**src/hw/uil_pkg.sv**
```systemverilog
// shared constants, types and input evaluation for the user input logic block
package uil_pkg;

	// ==========================================================
	// sizes
	localparam int NUM_CONTACT = 14;
	localparam int NUM_INPUT   = 20;
	localparam int NUM_RELAY   = 8;
	localparam int NUM_AUX     = 5;
	localparam int SYNC_WIDTH  = NUM_CONTACT + 1;

	// ==========================================================
	// register byte offsets
	localparam logic [7:0] ADDR_CTRL     = 8'h00;
	localparam logic [7:0] ADDR_VIRT     = 8'h04;
	localparam logic [7:0] ADDR_FORCE    = 8'h08;
	localparam logic [7:0] ADDR_STATUS   = 8'h0c;
	localparam logic [7:0] ADDR_MASK     = 8'h10;
	localparam logic [7:0] ADDR_ASSERTED = 8'h14;
	localparam logic [7:0] ADDR_TRIPLAT  = 8'h18;
	localparam logic [7:0] ADDR_OUTPUTS  = 8'h1c;
	localparam logic [7:0] ADDR_CFG_BASE = 8'h40;

	// ==========================================================
	// field positions and reset values
	localparam int CTRL_CLEAR_BIT  = 0;
	localparam int CTRL_CLOSE_BIT  = 1;
	localparam int FORCE_EN_BIT    = 0;
	localparam int FORCE_RELAY_LSB = 1;
	localparam int FORCE_SSR_BIT   = 9;
	localparam int RELAY_TRIP      = 0;
	localparam int RELAY_CLOSE     = 1;
	localparam int RELAY_AUX_FIRST = 2;
	localparam int RELAY_HEALTH    = 7;
	localparam logic [3:0] MODE_RESET  = 4'hc;
	localparam logic [9:0] FORCE_RESET = 10'h000;
	localparam logic [1:0] RESP_OKAY   = 2'h0;
	localparam logic [1:0] RESP_SLVERR = 2'h2;

	// ==========================================================
	// assertion mode: [3:2] combine, [1] contact open sense, [0] virtual off sense
	localparam logic [1:0] OP_AND = 2'h0;
	localparam logic [1:0] OP_OR  = 2'h1;
	localparam logic [1:0] OP_XOR = 2'h2;
	localparam logic [3:0] MODE_CX_VON   = 4'h8;
	localparam logic [3:0] MODE_CX_VOFF  = 4'h9;
	localparam logic [3:0] MODE_OX_VON   = 4'ha;
	localparam logic [3:0] MODE_OX_VOFF  = 4'hb;
	localparam logic [3:0] MODE_COR_VON  = 4'h4;
	localparam logic [3:0] MODE_OAND_VOFF = 4'h3;

	typedef enum logic [1:0] {FN_DISABLED, FN_ALARM, FN_CONTROL, FN_TRIP} uil_func_type;

	typedef struct packed {
		logic [2:0]   aux_sel;
		uil_func_type func;
		logic [3:0]   mode;
	} uil_cfg_type;

	typedef struct packed {
		logic       trip_led;
		logic       alarm_led;
		logic       aux_led;
		logic       ssr_on;
		logic [7:0] relay;
	} uil_out_type;

	localparam uil_cfg_type CFG_RESET = '{aux_sel: 3'h0, func: FN_DISABLED, mode: MODE_RESET};

	// virtual-only inputs have no contact, so only the virtual term counts
	function automatic logic eval_input(input logic [3:0] mode, input logic closed,
		input logic von, input logic virt_only);
		logic c;
		logic v;
		c = closed ^ mode[1];
		v = von ^ mode[0];
		if (virt_only) begin
			eval_input = (mode[3:2] != 2'h3) && v;
		end else begin
			unique case (mode[3:2])
				OP_AND:  eval_input = c & v;
				OP_OR:   eval_input = c | v;
				OP_XOR:  eval_input = c ^ v;
				default: eval_input = 1'b0;
			endcase
		end
	endfunction

endpackage

```
**src/hw/uil_top.sv**
```systemverilog
// user input decision logic, output relay forcing and register slave
`timescale 1ns/10ps
`default_nettype none
// Behaviour
// - closed-XOR-virtual-off: asserts when exactly one of closed, virtual-off holds
// - open-XOR-virtual-on: asserts for open/off and closed/on, else deasserts
// - open-XOR-virtual-off: asserts for open/on and closed/off, else deasserts
// - alarm: message, aux LED and relay while asserted, event logged
// - control acts as alarm but without message or alarm LED
// - trip: trip relay and LED join aux relay and LED
// - trip message and LED stay latched until a reset clears them
// - virtual inputs 15 to 20 use the virtual-on/off logic alone
// - forcing all relays de-energised holds every relay off
// - forcing relay 1 energised drives trip output and trip LED
// - each relay 1 to 8 has its own force setting; 8 is health
// - forced solid-state output follows its own force setting
// - closed-XOR-virtual-on: asserts for closed/off and open/on only
// - closed-OR-virtual-on: asserts when closed or virtual on
// - open-AND-virtual-off: asserts only when open and virtual off
module uil_top (
	// clock and reset
	input  wire logic              aclk,
	input  wire logic              aresetn,
	// register bus write
	input  wire logic [7:0]        awaddr,
	input  wire logic              awvalid,
	output var  logic              awready,
	input  wire logic [31:0]       wdata,
	input  wire logic [3:0]        wstrb,
	input  wire logic              wvalid,
	output var  logic              wready,
	output var  logic [1:0]        bresp,
	output var  logic              bvalid,
	input  wire logic              bready,
	// register bus read
	input  wire logic [7:0]        araddr,
	input  wire logic              arvalid,
	output var  logic              arready,
	output var  logic [31:0]       rdata,
	output var  logic [1:0]        rresp,
	output var  logic              rvalid,
	input  wire logic              rready,
	// field side
	input  wire logic [13:0]       contact_in,
	input  wire logic              reset_key_in,
	output var  uil_pkg::uil_out_type outs,
	output var  logic [19:0]       diag_msg,
	output var  logic              irq
);
	// ==========================================================
	// state
	uil_pkg::uil_cfg_type cfg_reg [uil_pkg::NUM_INPUT];
	logic [19:0] virt_reg;
	logic [9:0]  force_reg;
	logic        close_cmd_reg;
	logic [19:0] status_reg;
	logic [19:0] mask_reg;
	logic [19:0] asserted_reg;
	logic [19:0] asserted_next;
	logic [19:0] trip_latch_reg;
	logic        key_d_reg;
	logic [14:0] sync_q;
	logic [13:0] contact_q;
	logic        key_q;
	logic [19:0] is_alarm;
	logic [19:0] is_trip;
	logic [19:0] is_active;
	logic [4:0]  aux_req;
	logic        clear_pulse;
	logic        aw_h_reg;
	logic        w_h_reg;
	logic [7:0]  awaddr_reg;
	logic [31:0] wdata_reg;
	logic [3:0]  wstrb_reg;
	logic        do_wr;
	logic        rd_take;
	logic [31:0] wr_merged;
	uil_pkg::uil_out_type outs_next;

	// ==========================================================
	// decode helpers
	function automatic logic cfg_hit(input logic [7:0] a);
		cfg_hit = (a[7:2] >= uil_pkg::ADDR_CFG_BASE[7:2]) &&
			(a[7:2] < uil_pkg::ADDR_CFG_BASE[7:2] + 6'(uil_pkg::NUM_INPUT));
	endfunction

	function automatic logic [4:0] cfg_idx(input logic [7:0] a);
		logic [5:0] d;
		d = a[7:2] - uil_pkg::ADDR_CFG_BASE[7:2];
		cfg_idx = d[4:0];
	endfunction

	function automatic logic reg_known(input logic [7:0] a);
		reg_known = cfg_hit(a) || (a[7:5] == 3'h0);
	endfunction

	function automatic logic [31:0] reg_read(input logic [7:0] a);
		reg_read = 32'h0;
		unique case ({a[7:2], 2'h0})
			uil_pkg::ADDR_CTRL:     reg_read = {30'h0, close_cmd_reg, 1'b0};
			uil_pkg::ADDR_VIRT:     reg_read = {12'h0, virt_reg};
			uil_pkg::ADDR_FORCE:    reg_read = {22'h0, force_reg};
			uil_pkg::ADDR_STATUS:   reg_read = {12'h0, status_reg};
			uil_pkg::ADDR_MASK:     reg_read = {12'h0, mask_reg};
			uil_pkg::ADDR_ASSERTED: reg_read = {12'h0, asserted_reg};
			uil_pkg::ADDR_TRIPLAT:  reg_read = {12'h0, trip_latch_reg};
			uil_pkg::ADDR_OUTPUTS:  reg_read = {20'h0, outs};
			default: begin
				if (cfg_hit(a)) begin
					reg_read = {23'h0, cfg_reg[cfg_idx(a)]};
				end
			end
		endcase
	endfunction

	function automatic logic [31:0] merge(input logic [31:0] old, input logic [31:0] nv,
		input logic [3:0] strb);
		logic [31:0] m;
		m = {{8{strb[3]}}, {8{strb[2]}}, {8{strb[1]}}, {8{strb[0]}}};
		merge = (old & ~m) | (nv & m);
	endfunction

	// ==========================================================
	// bus slave: one write and one read in flight
	assign awready = !aw_h_reg && !bvalid;
	assign wready  = !w_h_reg && !bvalid;
	assign do_wr   = aw_h_reg && w_h_reg && !bvalid;
	assign arready = !rvalid;
	assign rd_take = arvalid && arready;
	assign wr_merged = merge(reg_read(awaddr_reg), wdata_reg, wstrb_reg);

	always_ff @(posedge aclk) begin
		if (!aresetn) begin
			aw_h_reg   <= 1'b0;
			w_h_reg    <= 1'b0;
			awaddr_reg <= 8'h00;
			wdata_reg  <= 32'h0;
			wstrb_reg  <= 4'h0;
		end else begin
			if (awvalid && awready) begin
				aw_h_reg   <= 1'b1;
				awaddr_reg <= awaddr;
			end else if (do_wr) begin
				aw_h_reg <= 1'b0;
			end
			if (wvalid && wready) begin
				w_h_reg   <= 1'b1;
				wdata_reg <= wdata;
				wstrb_reg <= wstrb;
			end else if (do_wr) begin
				w_h_reg <= 1'b0;
			end
		end
	end

	always_ff @(posedge aclk) begin
		if (!aresetn) begin
			bvalid <= 1'b0;
			bresp  <= uil_pkg::RESP_OKAY;
		end else if (do_wr) begin
			bvalid <= 1'b1;
			bresp  <= reg_known(awaddr_reg) ? uil_pkg::RESP_OKAY : uil_pkg::RESP_SLVERR;
		end else if (bready) begin
			bvalid <= 1'b0;
		end
	end

	always_ff @(posedge aclk) begin
		if (!aresetn) begin
			rvalid <= 1'b0;
			rdata  <= 32'h0;
			rresp  <= uil_pkg::RESP_OKAY;
		end else if (rd_take) begin
			rvalid <= 1'b1;
			rdata  <= reg_read(araddr);
			rresp  <= reg_known(araddr) ? uil_pkg::RESP_OKAY : uil_pkg::RESP_SLVERR;
		end else if (rready) begin
			rvalid <= 1'b0;
		end
	end

	// ==========================================================
	// software settings
	always_ff @(posedge aclk) begin
		if (!aresetn) begin
			virt_reg      <= 20'h0;
			force_reg     <= uil_pkg::FORCE_RESET;
			close_cmd_reg <= 1'b0;
			mask_reg      <= 20'h0;
		end else if (do_wr) begin
			unique case ({awaddr_reg[7:2], 2'h0})
				uil_pkg::ADDR_VIRT:  virt_reg <= wr_merged[19:0];
				uil_pkg::ADDR_FORCE: force_reg <= wr_merged[9:0];
				uil_pkg::ADDR_MASK:  mask_reg <= wr_merged[19:0];
				uil_pkg::ADDR_CTRL:  close_cmd_reg <= wr_merged[uil_pkg::CTRL_CLOSE_BIT];
				default: ;
			endcase
		end
	end

	always_ff @(posedge aclk) begin
		if (!aresetn) begin
			for (int i = 0; i < uil_pkg::NUM_INPUT; i++) begin
				cfg_reg[i] <= uil_pkg::CFG_RESET;
			end
		end else if (do_wr && cfg_hit(awaddr_reg)) begin
			cfg_reg[cfg_idx(awaddr_reg)] <= uil_pkg::uil_cfg_type'(wr_merged[8:0]);
		end
	end

	// ==========================================================
	// field inputs and user input evaluation
	uil_sync #(
		.WIDTH(uil_pkg::SYNC_WIDTH)
	) u_sync (
		.aclk     (aclk),
		.aresetn  (aresetn),
		.raw_in   ({reset_key_in, contact_in}),
		.clean_out(sync_q)
	);
	assign contact_q = sync_q[13:0];
	assign key_q     = sync_q[14];

	for (genvar i = 0; i < uil_pkg::NUM_INPUT; i++) begin : g_in
		if (i < uil_pkg::NUM_CONTACT) begin : g_contact
			assign asserted_next[i] = uil_pkg::eval_input(cfg_reg[i].mode,
				contact_q[i], virt_reg[i], 1'b0);
		end else begin : g_virt
			assign asserted_next[i] = uil_pkg::eval_input(cfg_reg[i].mode,
				1'b0, virt_reg[i], 1'b1);
		end
		assign is_alarm[i]  = asserted_reg[i] && (cfg_reg[i].func == uil_pkg::FN_ALARM);
		assign is_trip[i]   = asserted_reg[i] && (cfg_reg[i].func == uil_pkg::FN_TRIP);
		assign is_active[i] = asserted_reg[i] && (cfg_reg[i].func != uil_pkg::FN_DISABLED);
	end

	always_comb begin
		aux_req = 5'h0;
		for (int i = 0; i < uil_pkg::NUM_INPUT; i++) begin
			if (is_active[i] && cfg_reg[i].aux_sel < 3'(uil_pkg::NUM_AUX)) begin
				aux_req[cfg_reg[i].aux_sel] = 1'b1;
			end
		end
	end

	// front-panel key and software both count as a reset of the latches
	assign clear_pulse = (key_q && !key_d_reg) || (do_wr &&
		({awaddr_reg[7:2], 2'h0} == uil_pkg::ADDR_CTRL) && wr_merged[uil_pkg::CTRL_CLEAR_BIT]);

	always_ff @(posedge aclk) begin
		if (!aresetn) begin
			asserted_reg <= 20'h0;
			key_d_reg    <= 1'b0;
		end else begin
			asserted_reg <= asserted_next;
			key_d_reg    <= key_q;
		end
	end

	// a trip still asserted in the clearing cycle stays latched
	always_ff @(posedge aclk) begin
		if (!aresetn) begin
			trip_latch_reg <= 20'h0;
		end else begin
			trip_latch_reg <= (trip_latch_reg & ~{20{clear_pulse}}) | is_trip;
		end
	end

	// ==========================================================
	// events: rising assertion is logged, read of status clears it
	always_ff @(posedge aclk) begin
		if (!aresetn) begin
			status_reg <= 20'h0;
			irq        <= 1'b0;
		end else begin
			status_reg <= (status_reg & ~((rd_take && {araddr[7:2], 2'h0} ==
				uil_pkg::ADDR_STATUS) ? status_reg : 20'h0)) |
				(asserted_next & ~asserted_reg);
			irq <= |(status_reg & mask_reg);
		end
	end

	// ==========================================================
	// outputs: normal logic, overridden by the test force settings
	always_comb begin
		outs_next.relay = 8'h0;
		outs_next.relay[uil_pkg::RELAY_TRIP]  = |is_trip;
		outs_next.relay[uil_pkg::RELAY_CLOSE] = close_cmd_reg;
		outs_next.relay[uil_pkg::RELAY_AUX_FIRST +: uil_pkg::NUM_AUX] = aux_req;
		outs_next.relay[uil_pkg::RELAY_HEALTH] = 1'b1;
		outs_next.ssr_on    = |is_trip;
		outs_next.aux_led   = |is_active;
		outs_next.alarm_led = |is_alarm;
		outs_next.trip_led  = |(trip_latch_reg | is_trip);
		if (force_reg[uil_pkg::FORCE_EN_BIT]) begin
			outs_next.relay  = force_reg[uil_pkg::FORCE_RELAY_LSB +: uil_pkg::NUM_RELAY];
			outs_next.ssr_on = force_reg[uil_pkg::FORCE_SSR_BIT];
			if (force_reg[uil_pkg::FORCE_RELAY_LSB]) begin
				outs_next.trip_led = 1'b1;
			end
		end
	end

	// relays leave force the cycle after it is disabled
	always_ff @(posedge aclk) begin
		if (!aresetn) begin
			outs     <= '0;
			diag_msg <= 20'h0;
		end else begin
			outs     <= outs_next;
			diag_msg <= is_alarm | trip_latch_reg | is_trip;
		end
	end
endmodule
`default_nettype wire

```
**src/hw/uil_sync.sv**
```systemverilog
// three-stage input synchroniser that follows a change once two late stages agree
`timescale 1ns/10ps
`default_nettype none
module uil_sync #(
	parameter int WIDTH = uil_pkg::SYNC_WIDTH
) (
	// clock and reset
	input  wire logic             aclk,
	input  wire logic             aresetn,
	// raw and clean levels
	input  wire logic [WIDTH-1:0] raw_in,
	output var  logic [WIDTH-1:0] clean_out
);
	logic [WIDTH-1:0] s1_reg;
	logic [WIDTH-1:0] s2_reg;
	logic [WIDTH-1:0] s3_reg;

	always_ff @(posedge aclk) begin
		if (!aresetn) begin
			s1_reg <= '0;
			s2_reg <= '0;
			s3_reg <= '0;
		end else begin
			s1_reg <= raw_in;
			s2_reg <= s1_reg;
			s3_reg <= s2_reg;
		end
	end

	// a bit that still disagrees keeps its old clean level
	always_ff @(posedge aclk) begin
		if (!aresetn) begin
			clean_out <= '0;
		end else begin
			clean_out <= (s2_reg & s3_reg) | (clean_out & (s2_reg ^ s3_reg));
		end
	end
endmodule
`default_nettype wire

```
**config.mk**
```make
export PLATFORM = sky130hd
export DESIGN_NAME = uil_top
export DESIGN_NICKNAME = d
export VERILOG_FILES = /design/src/hw/uil_pkg.sv /design/src/hw/uil_top.sv /design/src/hw/uil_sync.sv
export SDC_FILE = /design/constraint.sdc
export NUM_CORES = 1
export LEC_CHECK = 0
export BUFFER_PORTS_ARGS = -buffer_cell sky130_fd_sc_hd__clkbuf_2
export CORE_ASPECT_RATIO = 0.7
export CORE_MARGIN = 4
export CORE_UTILIZATION = 54
export CTS_CLUSTER_DIAMETER = 60
export DETAILED_ROUTE_END_ITERATION = 16
export PLACE_DENSITY = 0.72
export SLEW_MARGIN = 20
export SYNTH_ARGS = -nofsm -noshare
export SYNTH_HDL_FRONTEND = slang
export SYNTH_SLANG_ARGS = --single-unit
```
**constraint.sdc**
```tcl
create_clock -name aclk -period 3.7 [get_ports aclk]
set_clock_uncertainty 0.2 [all_clocks]
set_input_delay 0.37 -clock aclk [delete_from_list [all_inputs] [get_ports aclk]]
set_output_delay 0.37 -clock aclk [all_outputs]
set_load 0.05 [all_outputs]
```
==> reports/qor.yml <==
status: "complete, no violations"
worst_hold_path_type: "primary input to flip-flop"
ys_types: 83
gr-total-overflow: 0
hold_depth: 3
cts_setup_buffers: 0
antenna_left: 0
ios: 148
slew_violations: 0
die_height_um: 187
place_congestion: 1.09
crit_type: "flip-flop to flip-flop"
end_kind: "flip-flop"
yosysTopAreaCell: "edfxtp_1"
worstRegToRegCells: 7
syn_to_final_growth_pct: 17.6
fmax_ghz: 0.279
setup_viol: 0
insertion_delay_ns: 0.62
vdd_drop_max_mv: 0.403
power_leakage_uw: 0.0107
synth_edf_count: 228
cp.arrival_ns: 3.82
hp-start: "arvalid"
whs_ns: 0.0926
min_to: "rdata[2]"
hold_viol: 0
reg2reg_from: "awaddr_reg[2]"
period_minus_slack_ns: 3.59
drive_above_1_share: 0.189
r2r-end: "cfg_reg[27][0]"
rows: 65
cap_violations: 0
grt_pass1_vias: 20756
cts_resized: 0
netlist_instances: 2353
yosysMostFrequentCell: "nor2_1"
wl_per_cell_um: 32.5
synth_area_leaders: "edfxtp_1 (28%), dfxtp_1 (21%), mux4_2 (9.6%)"
cts_made_buffers: 47
hpwl_mm: 79.8
synth_seq_cells: 488
nets: 2743
synth_top_area_frac: 0.278
grt_max_degree: 120
p_total_uw: 12800
start_kind: "flip-flop"
tritoncts: "yes"
rrSetupSlack_ns: 0.11
core_mm2: 0.0451
slew-limit-headroom: 0.244
track_usage: 0.420
clkSlewWorstSetupHoldPaths_ns: 0.07
grt_pass1_wl_mm: 150
cp_max_fo: 17
clock_sinks: 488
required_ns: 3.94
io_buffers: 116
pwr_density_cell_mw_per_mm2: 441
vias_per_cell: 6.85
synth_async_sr_flop_share: 0
antenna_found_initial: 2
initial_utilization: 0.546
avgSynthCellArea_um2: 10.4
stdcell_count: 3269
die_area_mm2: 0.0491
routed_wl_mm: 106
syn-cell-area_mm2: 0.0246
worst_pin_slew_ns: 1.13
placed_cells: 3132
htreeDepth: 2
cts_root_buf: "clkbuf_16"
die_w_um: 263
largest_reg_flops: 228
period_share: 0.969
yosysWarnings: 0
rsz0062_at_grt: "false"
drc: 0
num_vias: 22405
drt_iter0_markers: 4333
synth_common_cells: "nor2_1 (307), dfxtp_1 (260), nand2_1 (244)"
tns_ns: 0
ys_seq_area_frac: 0.490
clk_path_buf_depth: 3
firstDrtPassIters: 7
synthFlopType: "dfxtp_1"
cts_hold_buf: 48
## cells in the final DEF, fill, tap and decap left out, drive strengths merged, types with 32 or more instances in the layout
| cell | count |
|---|---|
| a22o | 32 |
| mux2i | 70 |
| a21oi | 131 |
| nor3 | 34 |
| and2 | 59 |
| conb | 62 |
| clkbuf | 176 |
| o21ai | 82 |
| nand2 | 250 |
| dfxtp | 260 |
| inv | 83 |
| nor2 | 311 |
| ha | 43 |
| nand3 | 87 |
| mux4 | 105 |
| dlygate4sd3 | 48 |
| edfxtp | 228 |
| buf | 159 |
## final cells by class
| class | instances | area [µm²] |
|---|---|---|
| fillers | 3643 | 16100 |
| flip-flops and latches | 488 | 12100 |
| multi-input cells | 1692 | 11700 |
| repair buffers | 320 | 2450 |
| clock buffers | 63 | 1370 |
| well taps | 603 | 754 |
| inverters | 77 | 292 |
| clock inverters | 25 | 285 |
| diodes | 1 | 2.50 |
## layer usage
metal / GRT usage / wire (µm) / up-vias
met5: 0.00290 / 34 / -
met1: 0.601 / 40600 / 10824
met3: 0.207 / 19900 / 345
met4: 0.138 / 5080 / 4
li1: - / - / 9217
met2: 0.556 / 40400 / 2015
## worst max-delay path: stages (launching register included)
cell and delay, ns:
dfxtp_2 0.70, or4b_1 0.65, nor2_4 0.54, a221oi_1 0.28, a211oi_2 0.48, a21boi_2 0.15
buf_4 0.22, inv_1 0.18
## report_power, final
part / leakage, µW / total (µW) / switching, µW / internal, µW
clock network: 0.000825 / 5160 / 2300 / 2860
logic: 0.00558 / 1560 / 1020 / 540
registers: 0.00432 / 6040 / 208 / 5830
## worst max-delay path by stage
stage | from | endpoint | slack (ns)
6_report | awaddr_reg[2] | cfg_reg[27][0] | 0.11
5_1_grt | awaddr_reg[2] | cfg_reg[23][1] | 0.04
4_1_cts | awaddr_reg[3] | cfg_reg[20][1] | 0.22
3_5_place_dp | awaddr_reg[3] | cfg_reg[21][1] | 0.24
3_3_place_gp | awaddr_reg[2] | cfg_reg[21][1] | 0.30
2_1_floorplan | awaddr_reg[6] | cfg_reg[18][0] | 1.03
## stage by stage
step | setup WS [ns] | area [µm²] | utilization
after floorplan | 1.03 | 24800 | -
after global placement | 0.299 | 26800 | 0.594
after detailed placement | 0.236 | 26800 | 0.594
after CTS | 0.220 | 28900 | 0.642
after global routing | 0.0400 | 28900 | 0.642
final | 0.115 | 28900 | 0.642
## cells by family after synthesis
kind of cell | share of synthesized area
other cells | 0.000153
mux | 0.129
compound gates | 0.129
buf+inv | 0.0433
flops | 0.490
xor+xnor | 0.0118
fa+ha+maj | 0.0219
simple gates | 0.175
(Power assumes the default switching activity.)
